`config.mk`:
```
export PLATFORM = sky130hd
export DESIGN_NAME = dss_startup_sequencer
export DESIGN_NICKNAME = d
export VERILOG_FILES = /design/src/logic/dss_pkg.sv /design/src/logic/dss_tick_div.sv /design/src/logic/dss_startup_sequencer.sv
export SDC_FILE = /design/constraint.sdc
export NUM_CORES = 1
export LEC_CHECK = 0
export BUFFER_PORTS_ARGS = -buffer_cell sky130_fd_sc_hd__buf_2
export CORE_UTILIZATION = 56
export DETAILED_ROUTE_END_ITERATION = 8
export PLACE_DENSITY = 0.85
export SLEW_MARGIN = 10
export SYNTH_ARGS = -nofsm -noshare
export SYNTH_HDL_FRONTEND = slang
export SYNTH_SLANG_ARGS = --single-unit
```
`constraint.sdc`:
```
create_clock -name ref_clk -period 4.4 [get_ports ref_clk]
set_input_delay 0.44 -clock ref_clk [delete_from_list [all_inputs] [get_ports ref_clk]]
set_output_delay 0.44 -clock ref_clk [all_outputs]
set_load 0.03 [all_outputs]
```
`src/logic/dss_pkg.sv`:
```
// Constants and types shared by the start-up sequencer files.
// Assumes a single 25 MHz crystal clock domain and a synchronous reset.
// Overview of operation
// - Capture divider pins at reset pin release.
// - Subsystem clocks gated until initialization ends.
// - Init lasts 2^15 divided crystal periods.
// - Pins 000/001/010/011/100 give 1/2/4/6/8.
// - Core rate 0x001C at 0xE220 stops start.
// - Other core rate value re-enables start while the core module clock is enabled.
// - Five module clocks switchable off individually.
`default_nettype none
package dss_pkg;

  localparam int ADDR_W = 16;
  localparam int DATA_W = 16;
  localparam int SEL_W = 3;
  localparam int DIV_W = 4;
  localparam int NUM_MODULES = 5;
  localparam int INIT_EXP = 15;
  localparam int INIT_TICKS = 2 ** INIT_EXP;

  localparam logic [ADDR_W-1:0] CORE_RATE_SELECT_ADDR = 16'he220;
  localparam logic [DATA_W-1:0] CORE_RATE_STOP = 16'h001c;
  localparam logic [DATA_W-1:0] CORE_RATE_RESET = 16'h0000;

  // Divider select pin patterns and their divide ratios.
  localparam logic [SEL_W-1:0] SEL_DIV1 = 3'h0;
  localparam logic [SEL_W-1:0] SEL_DIV2 = 3'h1;
  localparam logic [SEL_W-1:0] SEL_DIV4 = 3'h2;
  localparam logic [SEL_W-1:0] SEL_DIV6 = 3'h3;
  localparam logic [SEL_W-1:0] SEL_DIV8 = 3'h4;
  localparam logic [DIV_W-1:0] DIV_1 = 4'h1;
  localparam logic [DIV_W-1:0] DIV_2 = 4'h2;
  localparam logic [DIV_W-1:0] DIV_4 = 4'h4;
  localparam logic [DIV_W-1:0] DIV_6 = 4'h6;
  localparam logic [DIV_W-1:0] DIV_8 = 4'h8;

  // Module clock enable bit positions.
  localparam int CLK_SRC = 0;
  localparam int CLK_RX = 1;
  localparam int CLK_TX = 2;
  localparam int CLK_AUX = 3;
  localparam int CLK_CORE = 4;

  typedef struct packed {
    logic write;
    logic read;
    logic [ADDR_W-1:0] addr;
    logic [DATA_W-1:0] data;
  } dss_ctrl_req_t;

  typedef enum logic [2:0] {
    ST_HELD = 3'b001,
    ST_INIT = 3'b010,
    ST_RUN = 3'b100
  } dss_state_t;

  function automatic logic [DIV_W-1:0] dss_decode_div(
    input logic [SEL_W-1:0] sel
  );
    case (sel)
      SEL_DIV1: dss_decode_div = DIV_1;
      SEL_DIV2: dss_decode_div = DIV_2;
      SEL_DIV4: dss_decode_div = DIV_4;
      SEL_DIV6: dss_decode_div = DIV_6;
      SEL_DIV8: dss_decode_div = DIV_8;
      default: dss_decode_div = DIV_1;
    endcase
  endfunction

endpackage
`default_nettype wire

```
`src/logic/dss_tick_div.sv`:
```
// One-cycle enable pulse every DIV_W-coded number of clock cycles.
// Assumes the divide value is stable while run is high.
`timescale 1ns/100ps
`default_nettype none
module dss_tick_div (
  input wire logic ref_clk,
  input wire logic srst,
  input wire logic run,
  input wire logic [dss_pkg::DIV_W-1:0] divide,
  output logic tick
);

  logic [dss_pkg::DIV_W-1:0] count;
  wire logic atEnd = (count == divide - 4'h1);

  always_ff @(posedge ref_clk) begin
    if (srst || !run) begin
      count <= '0;
      tick <= 1'b0;
    end else begin
      count <= atEnd ? '0 : count + 4'h1;
      tick <= atEnd;
    end
  end

endmodule // dss_tick_div
`default_nettype wire

```
`src/logic/dss_startup_sequencer.sv`:
```
// Start-up sequencer: reset-pin release, divider capture, init timing,
// subsystem clock gating and the core rate select register.
// Assumes ref_clk is the crystal clock and the control port has already
// been turned into single-cycle read and write requests on ref_clk.
`timescale 1ns/100ps
`default_nettype none
module dss_startup_sequencer #(
  parameter int INIT_TICKS = dss_pkg::INIT_TICKS
) (
  input wire logic ref_clk,
  input wire logic srst,
  input wire logic resetPin_n,
  input wire logic divider_select_bit0,
  input wire logic divider_select_bit1,
  input wire logic divider_select_bit2,
  input wire dss_pkg::dss_ctrl_req_t ctrlReq,
  input wire logic [dss_pkg::NUM_MODULES-1:0] moduleClkEnable,
  output logic [dss_pkg::DATA_W-1:0] ctrlRdData,
  output logic ctrlRdValid,
  output logic initDone,
  output logic [dss_pkg::DIV_W-1:0] pllDivider,
  output logic [dss_pkg::NUM_MODULES-1:0] subsysClkEn,
  output logic coreStartEnable
);

  localparam int CNT_W = $clog2(INIT_TICKS + 1);

  // Pins are asynchronous to ref_clk; two flops before any use.
  logic [3:0] pinMeta;
  logic [3:0] pinSync;
  logic resetPinLast;
  always_ff @(posedge ref_clk) begin
    pinMeta <= {resetPin_n, divider_select_bit2, divider_select_bit1,
                divider_select_bit0};
    pinSync <= pinMeta;
  end

  wire logic resetPinHigh = pinSync[3];
  wire logic [dss_pkg::SEL_W-1:0] selSync = pinSync[2:0];
  wire logic releaseEdge = resetPinHigh && !resetPinLast;

  dss_pkg::dss_state_t state;
  dss_pkg::dss_state_t next_state;
  logic [CNT_W-1:0] tickCount;
  logic [dss_pkg::DATA_W-1:0] coreRate;
  logic divTick;

  wire logic counting = (state == dss_pkg::ST_INIT);
  wire logic lastTick = divTick &&
    (tickCount == CNT_W'(INIT_TICKS - 1));

  always_comb begin
    next_state = state;
    case (state)
      dss_pkg::ST_HELD: begin
        if (releaseEdge) begin
          next_state = dss_pkg::ST_INIT;
        end
      end
      dss_pkg::ST_INIT: begin
        if (!resetPinHigh) begin
          next_state = dss_pkg::ST_HELD;
        end else if (lastTick) begin
          next_state = dss_pkg::ST_RUN;
        end
      end
      dss_pkg::ST_RUN: begin
        if (!resetPinHigh) begin
          next_state = dss_pkg::ST_HELD;
        end
      end
      default: next_state = dss_pkg::ST_HELD;
    endcase
  end

  // The divider counts crystal cycles; its pulse paces the init count.
  dss_tick_div u_tick_div (
    .ref_clk(ref_clk),
    .srst(srst),
    .run(counting),
    .divide(pllDivider),
    .tick(divTick)
  );

  always_ff @(posedge ref_clk) begin
    if (srst) begin
      resetPinLast <= 1'b0;
      state <= dss_pkg::ST_HELD;
      tickCount <= '0;
      pllDivider <= dss_pkg::DIV_1;
    end else begin
      resetPinLast <= resetPinHigh;
      state <= next_state;
      if (releaseEdge) begin
        pllDivider <= dss_pkg::dss_decode_div(selSync);
      end
      if (!counting) begin
        tickCount <= '0;
      end else if (divTick) begin
        tickCount <= tickCount + CNT_W'(1);
      end
    end
  end

  // Writes before init completes are dropped, so the register cannot be
  // disturbed while its reset value is still being applied.
  wire logic running = (state == dss_pkg::ST_RUN);
  wire logic hitRate = (ctrlReq.addr == dss_pkg::CORE_RATE_SELECT_ADDR);
  wire logic rateWrite = running && ctrlReq.write && hitRate;
  wire logic rateRead = running && ctrlReq.read;
  wire logic [dss_pkg::DATA_W-1:0] readMux = hitRate ? coreRate : '0;
  wire logic startOk = (coreRate != dss_pkg::CORE_RATE_STOP);
  wire logic [dss_pkg::NUM_MODULES-1:0] gatedEn =
    running ? moduleClkEnable : '0;

  always_ff @(posedge ref_clk) begin
    if (srst || !running) begin
      coreRate <= dss_pkg::CORE_RATE_RESET;
      ctrlRdData <= '0;
      ctrlRdValid <= 1'b0;
      initDone <= 1'b0;
      subsysClkEn <= '0;
      coreStartEnable <= 1'b0;
    end else begin
      if (rateWrite) begin
        coreRate <= ctrlReq.data;
      end
      ctrlRdValid <= rateRead;
      ctrlRdData <= rateRead ? readMux : '0;
      initDone <= 1'b1;
      subsysClkEn <= gatedEn;
      coreStartEnable <= startOk && gatedEn[dss_pkg::CLK_CORE];
    end
  end

endmodule // dss_startup_sequencer
`default_nettype wire

```
== Yosys cells after proc, flatten, opt, wreduce, memory -nomap -nowiden ==
Cells that the tools add are included.
Word-level totals
  bits of input ports: 45
  logic and storage cells: 60
  output and inout port bits: 28
  register bits after elaboration: 77
Cells by class
  bitwise gates (word level): 4
  reductions and logical operators: 16
  add/sub/neg operators: 3
  multiplexer cells: 8
  equality and inequality tests: 14
Operators by type and width (number)
  adder 16 x 1 -> 16 bit, second input constant: 1
  equality test 16 x 15 -> 1 bit, second input constant: 1
  equality test 16 bit, second input constant: 1
  != test 16 x 5 -> 1 bit, second input constant: 1
  case mux 4 bit (4 select lines): 1
  two-way mux 3 bit: 4
  equality test 3 x 2 -> 1 bit, second input constant: 3
  case mux 3 bit (3 select lines): 1
  equality test 3 x 1 -> 1 bit, second input constant: 2
  equality test 3 bit, second input constant: 2
  logical AND 1 bit: 6
  OR reduction 2 bit: 3
  two-way mux 5 bit: 1
  adder 4 x 1 -> 4 bit, second input constant: 1
  equality test 4 bit: 1
  != test 2 bit, second input constant: 2
  inverter 1 bit: 4
  subtractor 4 x 1 -> 4 bit, second input constant: 1
  logical NOT 1 bit: 3
  != test 3 bit, second input constant: 1
  AND reduction 3 bit: 1
  OR reduction 3 bit: 1
  logical OR 1 bit: 2
  two-way mux 1 bit: 1

== Logic depth before layout (Yosys ltp) ==
Gate-level depths: netlist (run 1).
  depth in word-level cells: 5
  depth in mapped cells: 7
  mapped depth without buffers: 6

== Hierarchy ==
Synthesis (run 1) repeated with hierarchy kept, for this count alone.
Unflattened totals
  cell total of the unflattened synthesis: 287
  area total of the unflattened synthesis: 2909.0 sq um
By module, submodules not included
  dss_startup_sequencer: instances 1, sequential area each 1441.4 sq um, cells an instance 261, area each 2622.5 sq um
  dss_tick_div: instances 1, sequential area each 100.1 sq um, cells an instance 26, area each 286.5 sq um

== Worst setup path before layout (run 1) ==
No wires, ideal clock.
  kind: register to register
  start: reg pllDivider[0] (netlist bit)
  end: reg u_tick_div.tick
  path slack: 2.613 ns
  buffers on the path: 0
  cell stages (with the launch flop): 7
  clock period less this slack: 1.787 ns
  library setup time: 0.062 ns
  required time: 4.338 ns
  data arrival time: 1.725 ns
  cells stage by stage: dfxtp_1 inv_1 ha_1 xnor2_1 xnor2_1 nor4_2 and4_1
Between the ends
  cells in the longest elaborated chain, start to end: 2
Ends and longest elaborated chain
  start, declared: RTL line dss_startup_sequencer.sv:21  | output logic [dss_pkg::DIV_W-1:0] pllDivider,
  start signal, assigned: RTL line dss_startup_sequencer.sv:90  | pllDivider <= dss_pkg::DIV_1;
  start signal, assigned: RTL line dss_startup_sequencer.sv:95  | pllDivider <= dss_pkg::dss_decode_div(selSync);
  subtractor 4 x 1 -> 4 bit: RTL line dss_tick_div.sv:14  | wire logic atEnd = (count == divide - 4'h1);
  equality test 4 bit: RTL line dss_tick_div.sv:14
  end signal, assigned: RTL line dss_tick_div.sv:22  | tick <= atEnd;
  end, declared: RTL line dss_tick_div.sv:10  | output logic tick
No other way between the ends.
A chain may end at the register's enable or synchronous reset.

== Worst setup path in the final report (run 1) ==
  start: in ctrlReq[18] (netlist bit)
  end: reg coreRate[6] (netlist bit)
Between the ends
  cells in the longest elaborated chain, start to end: 2
Ends and longest elaborated chain
  start, declared: RTL line dss_startup_sequencer.sv:16  | input wire dss_pkg::dss_ctrl_req_t ctrlReq,
  equality test 16 bit: RTL line dss_startup_sequencer.sv:108  | wire logic hitRate = (ctrlReq.addr == dss_pkg::CORE_RATE_SELECT_ADDR);
  logical AND 1 bit: RTL line dss_startup_sequencer.sv:109  | wire logic rateWrite = running && ctrlReq.write && hitRate;
  end signal, assigned: RTL line dss_startup_sequencer.sv:118  | coreRate <= dss_pkg::CORE_RATE_RESET;
  end signal, assigned: RTL line dss_startup_sequencer.sv:126  | coreRate <= ctrlReq.data;
  end, declared: RTL line dss_startup_sequencer.sv:45  | logic [dss_pkg::DATA_W-1:0] coreRate;
No other way between the ends.

==> impl_metrics.env, run 1 <==
export IMPL_cp_start_kind="input port"
export IMPL_track_usage=0.2326
export IMPL_ys_seq_elements=77
export IMPL_rsz0062_at_grt="false"
export IMPL_synth_edff_count=0
export IMPL_fin_util=0.7106
export IMPL_initial_core_util=0.5888
export IMPL_synth_cells=289
export IMPL_initialDrtViolationCount=150
export IMPL_vias=2295
export IMPL_post_route_period_util=0.4386
export IMPL_netlist_area_leader_share=0.5471
export IMPL_end_kind="flop"
export IMPL_finalHoldViolCount=0
export IMPL_maxSlewViolCount=0
export IMPL_hp_class="in -> reg"
export IMPL_drv_cap=0
export IMPL_reg2regPathDepth=6
export IMPL_routed_wl_mm=5.624
export IMPL_vias_per_cell=5.387
export IMPL_grt_start_max_net_pins=33
export IMPL_drive_gt1_frac=0.2563
export IMPL_combPwrFrac=0.039
export IMPL_placementRows=25
export IMPL_post_cts_resize_count=0
export IMPL_fin_crit_ns=1.930
export IMPL_clkSinkCount=77
export IMPL_synthArstFlopShare=0
export IMPL_core_sq_mm=0.004786
export IMPL_fin_nets=403
export IMPL_grt_pass1_wl_mm=9.377
export IMPL_postSynthAreaPerCell_sq_um=9.750
export IMPL_remaining_drc_errors=0
export IMPL_ant_nets=0
export IMPL_routedWlPerCell_um=13.20
export IMPL_clkPwrFrac=0.425
export IMPL_setup_viol=0
export IMPL_finalPower_mw=1.326
export IMPL_worstPathArrival_ns=2.19
export IMPL_synth_cell_types=39
export IMPL_cts_buffers=9
export IMPL_swShare=0.2089
export IMPL_diodes=0
export IMPL_peakVddDrop_mv=0.2775
export IMPL_syn_cell_area_sq_mm=0.002818
export IMPL_area_delta_synth_final_pct=20.69
export IMPL_dieArea_sq_mm=0.005320
export IMPL_r2r_setup_slack_ns=2.55
export IMPL_synthFlopType="dfxtp_1"
export IMPL_cts_tree="done"
export IMPL_status="completed"
export IMPL_holdBufCountCts=0
export IMPL_fp_dieW_um=72.94
export IMPL_firstDrtPassIters=4
export IMPL_clock_path_buffers=2
export IMPL_whs_path_depth=1
export IMPL_power_density_mw_per_mm2=389.9
export IMPL_worst_slew_pin_slew_ns=0.9196
export IMPL_critPathMaxFanout=32
export IMPL_intPower_mw=1.049
export IMPL_die_h_um=72.94
export IMPL_antenna_found_initial=0
export IMPL_synth_top_cell_by_area="dfxtp_1"
export IMPL_synth_top_cells_by_area="dfxtp_1 (55%), a21oi_1 (4.1%), nand3_1 (4.1%), and3_1 (3.8%), o21ai_0 (3.6%)"
export IMPL_clk_pin_slew_ns=0.08
export IMPL_rr_startpoint="pllDivider[0]$_SDFFE_PP1P_"
export IMPL_grt_pass1_vias=2050
export IMPL_io_buffers=72
export IMPL_rr_endpoint="u_tick_div.tick$_SDFF_PP0_"
export IMPL_postCtsSetupRepairBufs=0
export IMPL_yosysSeqAreaShare=0.5471
export IMPL_overflow=0
export IMPL_io_pins=73
export IMPL_ctsRootBufferMaster="clkbuf_8"
export IMPL_fin_tns_setup_ns=0
export IMPL_min_from="divider_select_bit0"
export IMPL_power_switching_mw=0.2769
export IMPL_cts_max_level=3
export IMPL_synth_nets=337
export IMPL_hold_path_endpoint="pinMeta[0]$_DFF_P_"
export IMPL_sequentialPowerShare=0.536
export IMPL_worstPathRequired_ns=4.66
export IMPL_synth_warnings=0
export IMPL_p_leak_nw=1.404
export IMPL_max_slew_margin_rel=0.3869
export IMPL_critical_path_class="in -> reg"
export IMPL_max_freq_ghz=0.5182
export IMPL_finClkSkew_ns=0.009524
export IMPL_insertion_delay_ns=0.34
export IMPL_hpwl_mm=3.855
export IMPL_fillerInstances=350
export IMPL_place_congestion=0.7495
synthesized netlist by cell type (2+ instances only):
cell / n
o21ai_0: 20
nor3b_1: 4
dfxtp_1: 77
nor4bb_1: 3
nor4_1: 3
ha_1: 3
nor2_1: 20
o41ai_1: 2
and3_1: 17
xnor2_1: 10
buf_2: 5
xor2_1: 10
a21oi_1: 23
or3_1: 3
nor4b_1: 3
and2_1: 6
and4_1: 3
nand4_1: 8
nand2_1: 6
inv_1: 6
nor3_1: 7
nand3_1: 23
clkbuf_1: 11
worst max path at each step:
stage	from	endpoint	slack, ns	cells past startpoint
global placement	ctrlReq[18]	coreRate[9]$_SDFFE_PP0P_	2.26	5
detailed placement	ctrlReq[18]	coreRate[6]$_SDFFE_PP0P_	2.16	5
floorplan	pllDivider[0]$_SDFFE_PP1P_	u_tick_div.tick$_SDFF_PP0_	2.61	6
finish	ctrlReq[18]	coreRate[6]$_SDFFE_PP0P_	2.47	5
global route	ctrlReq[18]	coreRate[13]$_SDFFE_PP0P_	2.30	5
CTS	ctrlReq[18]	coreRate[6]$_SDFFE_PP0P_	2.51	5
power groups by stage:
stage	registers (mW)	logic, mW	clock network, mW
floorplan	0.727	0.0255	0
global placement	0.726	0.0497	0
detailed placement	0.726	0.0508	0
CTS	0.710	0.0518	0.577
global route	0.711	0.0568	0.610
finish	0.710	0.0517	0.564
cell usage in the layout, fill, tap and decap left out, types with 4 or more instances in the layout:
cell type	instances
nor3b_1	4
and3_1	17
nand3_1	23
and2_1	6
nand4_1	8
buf_2	72
o21ai_0	20
inv_1	6
a21oi_1	23
clkbuf_8	9
nand2_1	6
nor2_1	20
dfxtp_1	77
xor2_1	10
nor3_1	7
xnor2_1	10
routing by layer:
layer	up-vias	global-route usage	routed length [um]
met3	4	0.08287	349
met5	-	0	0
met4	0	0.08279	46
met2	76	0.3811	2811
met1	1059	0.2830	2417
li1	1156	-	-
critical path: stages:
cell and delay (ns):
buf_2 0.10, nor4b_1 0.41, and4_1 0.88, nand3_1 0.18, a21oi_1 0.18
state kept, by name, summed over array words and instances, names as in the netlist:
| signal | count |
|---|---|
| pinMeta | 4 |
| u_tick_div.count | 4 |
| initDone | 1 |
| pllDivider | 4 |
| ctrlRdData | 16 |
| coreRate | 16 |
| resetPinLast | 1 |
| u_tick_div.tick | 1 |
| pinSync | 4 |
| ctrlRdValid | 1 |
| state | 3 |
| coreStartEnable | 1 |
| tickCount | 16 |
| subsysClkEn | 5 |
cell families (layout without fill, tap and decap cells):
| logic type | after synthesis | count (layout) | synth area share |
|---|---|---|---|
| AO/OA/AOI/OAI | 49 | 49 | 0.09547 |
| XOR/XNOR | 20 | 20 | 0.06216 |
| adder cells (fa/ha/maj) | 3 | 3 | 0.01332 |
| buffers and inverters | 23 | 93 | 0.03419 |
| flip-flops | 77 | 77 | 0.5471 |
| multiplexers | 1 | 1 | 0.003553 |
| AND/OR/NAND/NOR | 116 | 116 | 0.2442 |
cell type report:
class	count	area [sq um]	share of cell area
Multi-Input combinational cell	189	1180	0.3469
Sequential cell	77	1541	0.4533
Clock buffer	10	127.6	0.03753
Timing Repair Buffer	72	360.3	0.1060
Inverter	6	22.52	0.006623
Clock inverter	5	85.08	0.02502
Tap cell	67	83.83	0.02465
per-stage QoR:
step	instance area, sq um	hold slack (ns)	worst slack, ns	std cells
2_1_floorplan	2818	0.3096	2.613	289
3_3_place_gp	3188	0.3106	2.260	411
3_5_place_dp	3188	0.3178	2.156	411
4_1_cts	3401	0.1854	2.512	426
5_1_grt	3401	0.1756	2.301	426
6_report	3401	0.2007	2.470	426
Note: power is estimated with default switching activity, not from simulation.
==> run 2: changes to the inputs <==
--- a/config.mk
+++ b/config.mk
@@ -6,9 +6,9 @@
 export NUM_CORES = 1
 export LEC_CHECK = 0
 export BUFFER_PORTS_ARGS = -buffer_cell sky130_fd_sc_hd__buf_2
-export CORE_UTILIZATION = 56
+export CORE_UTILIZATION = 52
 export DETAILED_ROUTE_END_ITERATION = 8
-export PLACE_DENSITY = 0.85
+export PLACE_DENSITY = 0.8
 export SLEW_MARGIN = 10
 export SYNTH_ARGS = -nofsm -noshare
 export SYNTH_HDL_FRONTEND = slang
==> constraint.sdc (replaced) <==
create_clock -name ref_clk -period 1.9 [get_ports ref_clk]
set_input_delay 0.19 -clock ref_clk [delete_from_list [all_inputs] [get_ports ref_clk]]
set_output_delay 0.19 -clock ref_clk [all_outputs]
set_load 0.03 [all_outputs]
==> run 2 against run 1 <==
  * Sequential power up 130%
  * Cell area grew 2.3%
  * Highest routed layer unchanged
  * Flip-flop and latch count stayed put
  * Critical endpoint is now state[2]$_SDFFE_PP0P_
  * Global-route usage down 2.2 points
  * Largest power group unchanged
  * Critical path type is now reg -> reg
  * Via count increased by 0.78%
  * Wire length down 4.1%
==> impl_metrics.env, run 2 (same netlist as run 1, synthesis figures left out) <==
export IMPL_firstDrtPassIters=4
export IMPL_power_switching_mw=0.6698
export IMPL_grt_start_max_net_pins=33
export IMPL_fin_nets=411
export IMPL_post_route_period_util=0.8753
export IMPL_insertion_delay_ns=0.34
export IMPL_place_congestion=0.7942
export IMPL_cts_max_level=3
export IMPL_status="completed"
export IMPL_grt_pass1_wl_mm=8.873
export IMPL_post_layout_nonfiller_instances=438
export IMPL_hp_class="in -> reg"
export IMPL_ctsRootBufferMaster="clkbuf_8"
export IMPL_initialDrtViolationCount=91
export IMPL_power_density_mw_per_mm2=867.4
export IMPL_dieArea_sq_mm=0.005717
export IMPL_sequentialPowerShare=0.545
export IMPL_antenna_found_initial=0
export IMPL_critPathMaxFanout=5
export IMPL_finalHoldViolCount=0
export IMPL_top_regs="coreRate x16, ctrlRdData x16, tickCount x16"
export IMPL_area_delta_synth_final_pct=23.49
export IMPL_crit_family="simple AND/OR/NAND/NOR gates"
export IMPL_cts_tree="done"
export IMPL_finClkSkew_ns=0.007434
export IMPL_final_cell_area_sq_mm=0.003480
export IMPL_final_common_cell="dfxtp_1"
export IMPL_setup_viol=0
export IMPL_routed_wl_mm=5.394
export IMPL_fin_tns_setup_ns=0
export IMPL_worstSetupEndpoint="state[2]$_SDFFE_PP0P_"
export IMPL_crit_path_cell_trace="ha_1, and3_1, nand2_1, o32a_2, nor3b_1"
export IMPL_crit_path_top_delay_cell="dfxtp_1"
export IMPL_end_kind="flop"
export IMPL_swShare=0.2219
export IMPL_fin_crit_ns=1.663
export IMPL_io_pins=73
export IMPL_worstPathArrival_ns=1.92
export IMPL_vias_per_cell=5.281
export IMPL_clock_path_buffers=2
export IMPL_clkPwrFrac=0.413
export IMPL_worst_slew_pin_slew_ns=0.3895
export IMPL_peakVddDrop_mv=0.4785
export IMPL_fillerInstances=385
export IMPL_cts_buffers=9
export IMPL_cp_start_kind="flop"
export IMPL_rr_startpoint="tickCount[0]$_SDFFE_PP0P_"
export IMPL_core_sq_mm=0.005172
export IMPL_crit_cells=5
export IMPL_worstPathRequired_ns=2.16
export IMPL_p_leak_nw=1.437
export IMPL_grt_pass1_vias=2043
export IMPL_critical_path_class="reg -> reg"
export IMPL_reg2regPathDepth=5
export IMPL_drv_cap=0
export IMPL_fp_dieW_um=75.61
export IMPL_initial_core_util=0.5448
export IMPL_die_h_um=75.61
export IMPL_dp_cells=418
export IMPL_max_slew_margin_rel=0.7367
export IMPL_placementRows=26
export IMPL_hpwl_mm=3.926
export IMPL_vias=2313
export IMPL_dpl_cell_area_sq_mm=0.003222
export IMPL_routedWlPerCell_um=12.32
export IMPL_clk_pin_slew_ns=0.08
export IMPL_path_buf_inv=0
export IMPL_slowest_delay_ns=0.41
export IMPL_io_buffers=72
export IMPL_maxSlewViolCount=0
export IMPL_combPwrFrac=0.043
export IMPL_diodes=0
export IMPL_final_cell_mix="dfxtp_1 (77), buf_2 (72), nand3_1 (23), a21oi_1 (23)"
export IMPL_crit_start="tickCount[0]$_SDFFE_PP0P_"
export IMPL_ant_nets=0
export IMPL_drive_gt1_frac=0.2663
export IMPL_rr_endpoint="state[2]$_SDFFE_PP0P_"
export IMPL_rsz0062_at_grt="false"
export IMPL_r2r_setup_slack_ns=0.24
export IMPL_max_freq_ghz=0.6013
export IMPL_clkSinkCount=77
export IMPL_overflow=0
export IMPL_intPower_mw=2.349
export IMPL_remaining_drc_errors=0
export IMPL_track_usage=0.2109
export IMPL_fin_util=0.6727
export IMPL_postCtsSetupRepairBufs=0
==> run 2: cell count changes in the layout (fill, tap and decap cells not counted), sizes merged <==
cell / before / now
buf: 72 / 76
bufinv: 2 / 1
clkinv: 1 / 2
clkinvlp: 1 / 2
dlygate4sd3: 0 / 4
==> run 2: layer usage <==
layer | routed length, um | global-route usage
met5 | 0 | 0
met2 | 2641 | 0.3442
met3 | 258 | 0.06217
met1 | 2385 | 0.2513
met4 | 108 | 0.1132
==> run 2: power by group through the flow <==
stage | clock network [mW] | registers, mW | logic, mW
after CTS | 1.28 | 1.64 | 0.125
after global routing | 1.34 | 1.65 | 0.145
after detailed placement | 0 | 1.68 | 0.118
after global placement | 0 | 1.68 | 0.114
after floorplan | 0 | 1.68 | 0.0589
final | 1.25 | 1.64 | 0.129
==> run 2: area by class of cell <==
type                            count  area [sq um]  area share
Clock buffer                       10         137.6     0.03955
Clock inverter                      6         71.32     0.02050
Inverter                            6         22.52    0.006472
Multi-Input combinational cell    189          1189      0.3416
Sequential cell                    77          1541      0.4430
Tap cell                           70         87.58     0.02517
Timing Repair Buffer               80         430.4      0.1237
==> run 2: repair_timing <==
action / in CTS / in global routing
resized for setup: 0 / 1
hold buffers: 4 / 0
endpoints found under the setup margin: 0 / 1
endpoints found under the hold margin: 4 / 0
==> run 2: how the worst min path moves through the flow <==
stage                        start                        end  slack [ns]  depth (start not counted)
2_1_floorplan  divider_select_bit0         pinMeta[0]$_DFF_P_        0.22                          0
5_1_grt         moduleClkEnable[0]  subsysClkEn[0]$_SDFF_PP0_        0.04                          2
3_3_place_gp   divider_select_bit0         pinMeta[0]$_DFF_P_        0.29                          1
3_5_place_dp   divider_select_bit1         pinMeta[1]$_DFF_P_        0.30                          1
4_1_cts         moduleClkEnable[0]  subsysClkEn[0]$_SDFF_PP0_        0.03                          2
6_report        moduleClkEnable[3]  subsysClkEn[3]$_SDFF_PP0_        0.05                          2
==> run 2: worst register-to-register path, delay by kind of cell (launching register included) <==
family	cells	cell delay, ns
adders and majority gates	1	0.24
DFF	1	0.41
AOI/OAI and AO/OA	1	0.40
and+or+nand+nor	3	0.53
==> run 2: per-stage QoR <==
step	total power, mW	hold WS (ns)	setup slack [ns]
2_1_floorplan	1.743	0.2177	0.1132
5_1_grt	3.136	0.03975	0.06995
3_3_place_gp	1.794	0.2934	0.2627
4_1_cts	3.045	0.03285	0.1294
3_5_place_dp	1.799	0.2952	0.1537
6_report	3.018	0.04838	0.2370
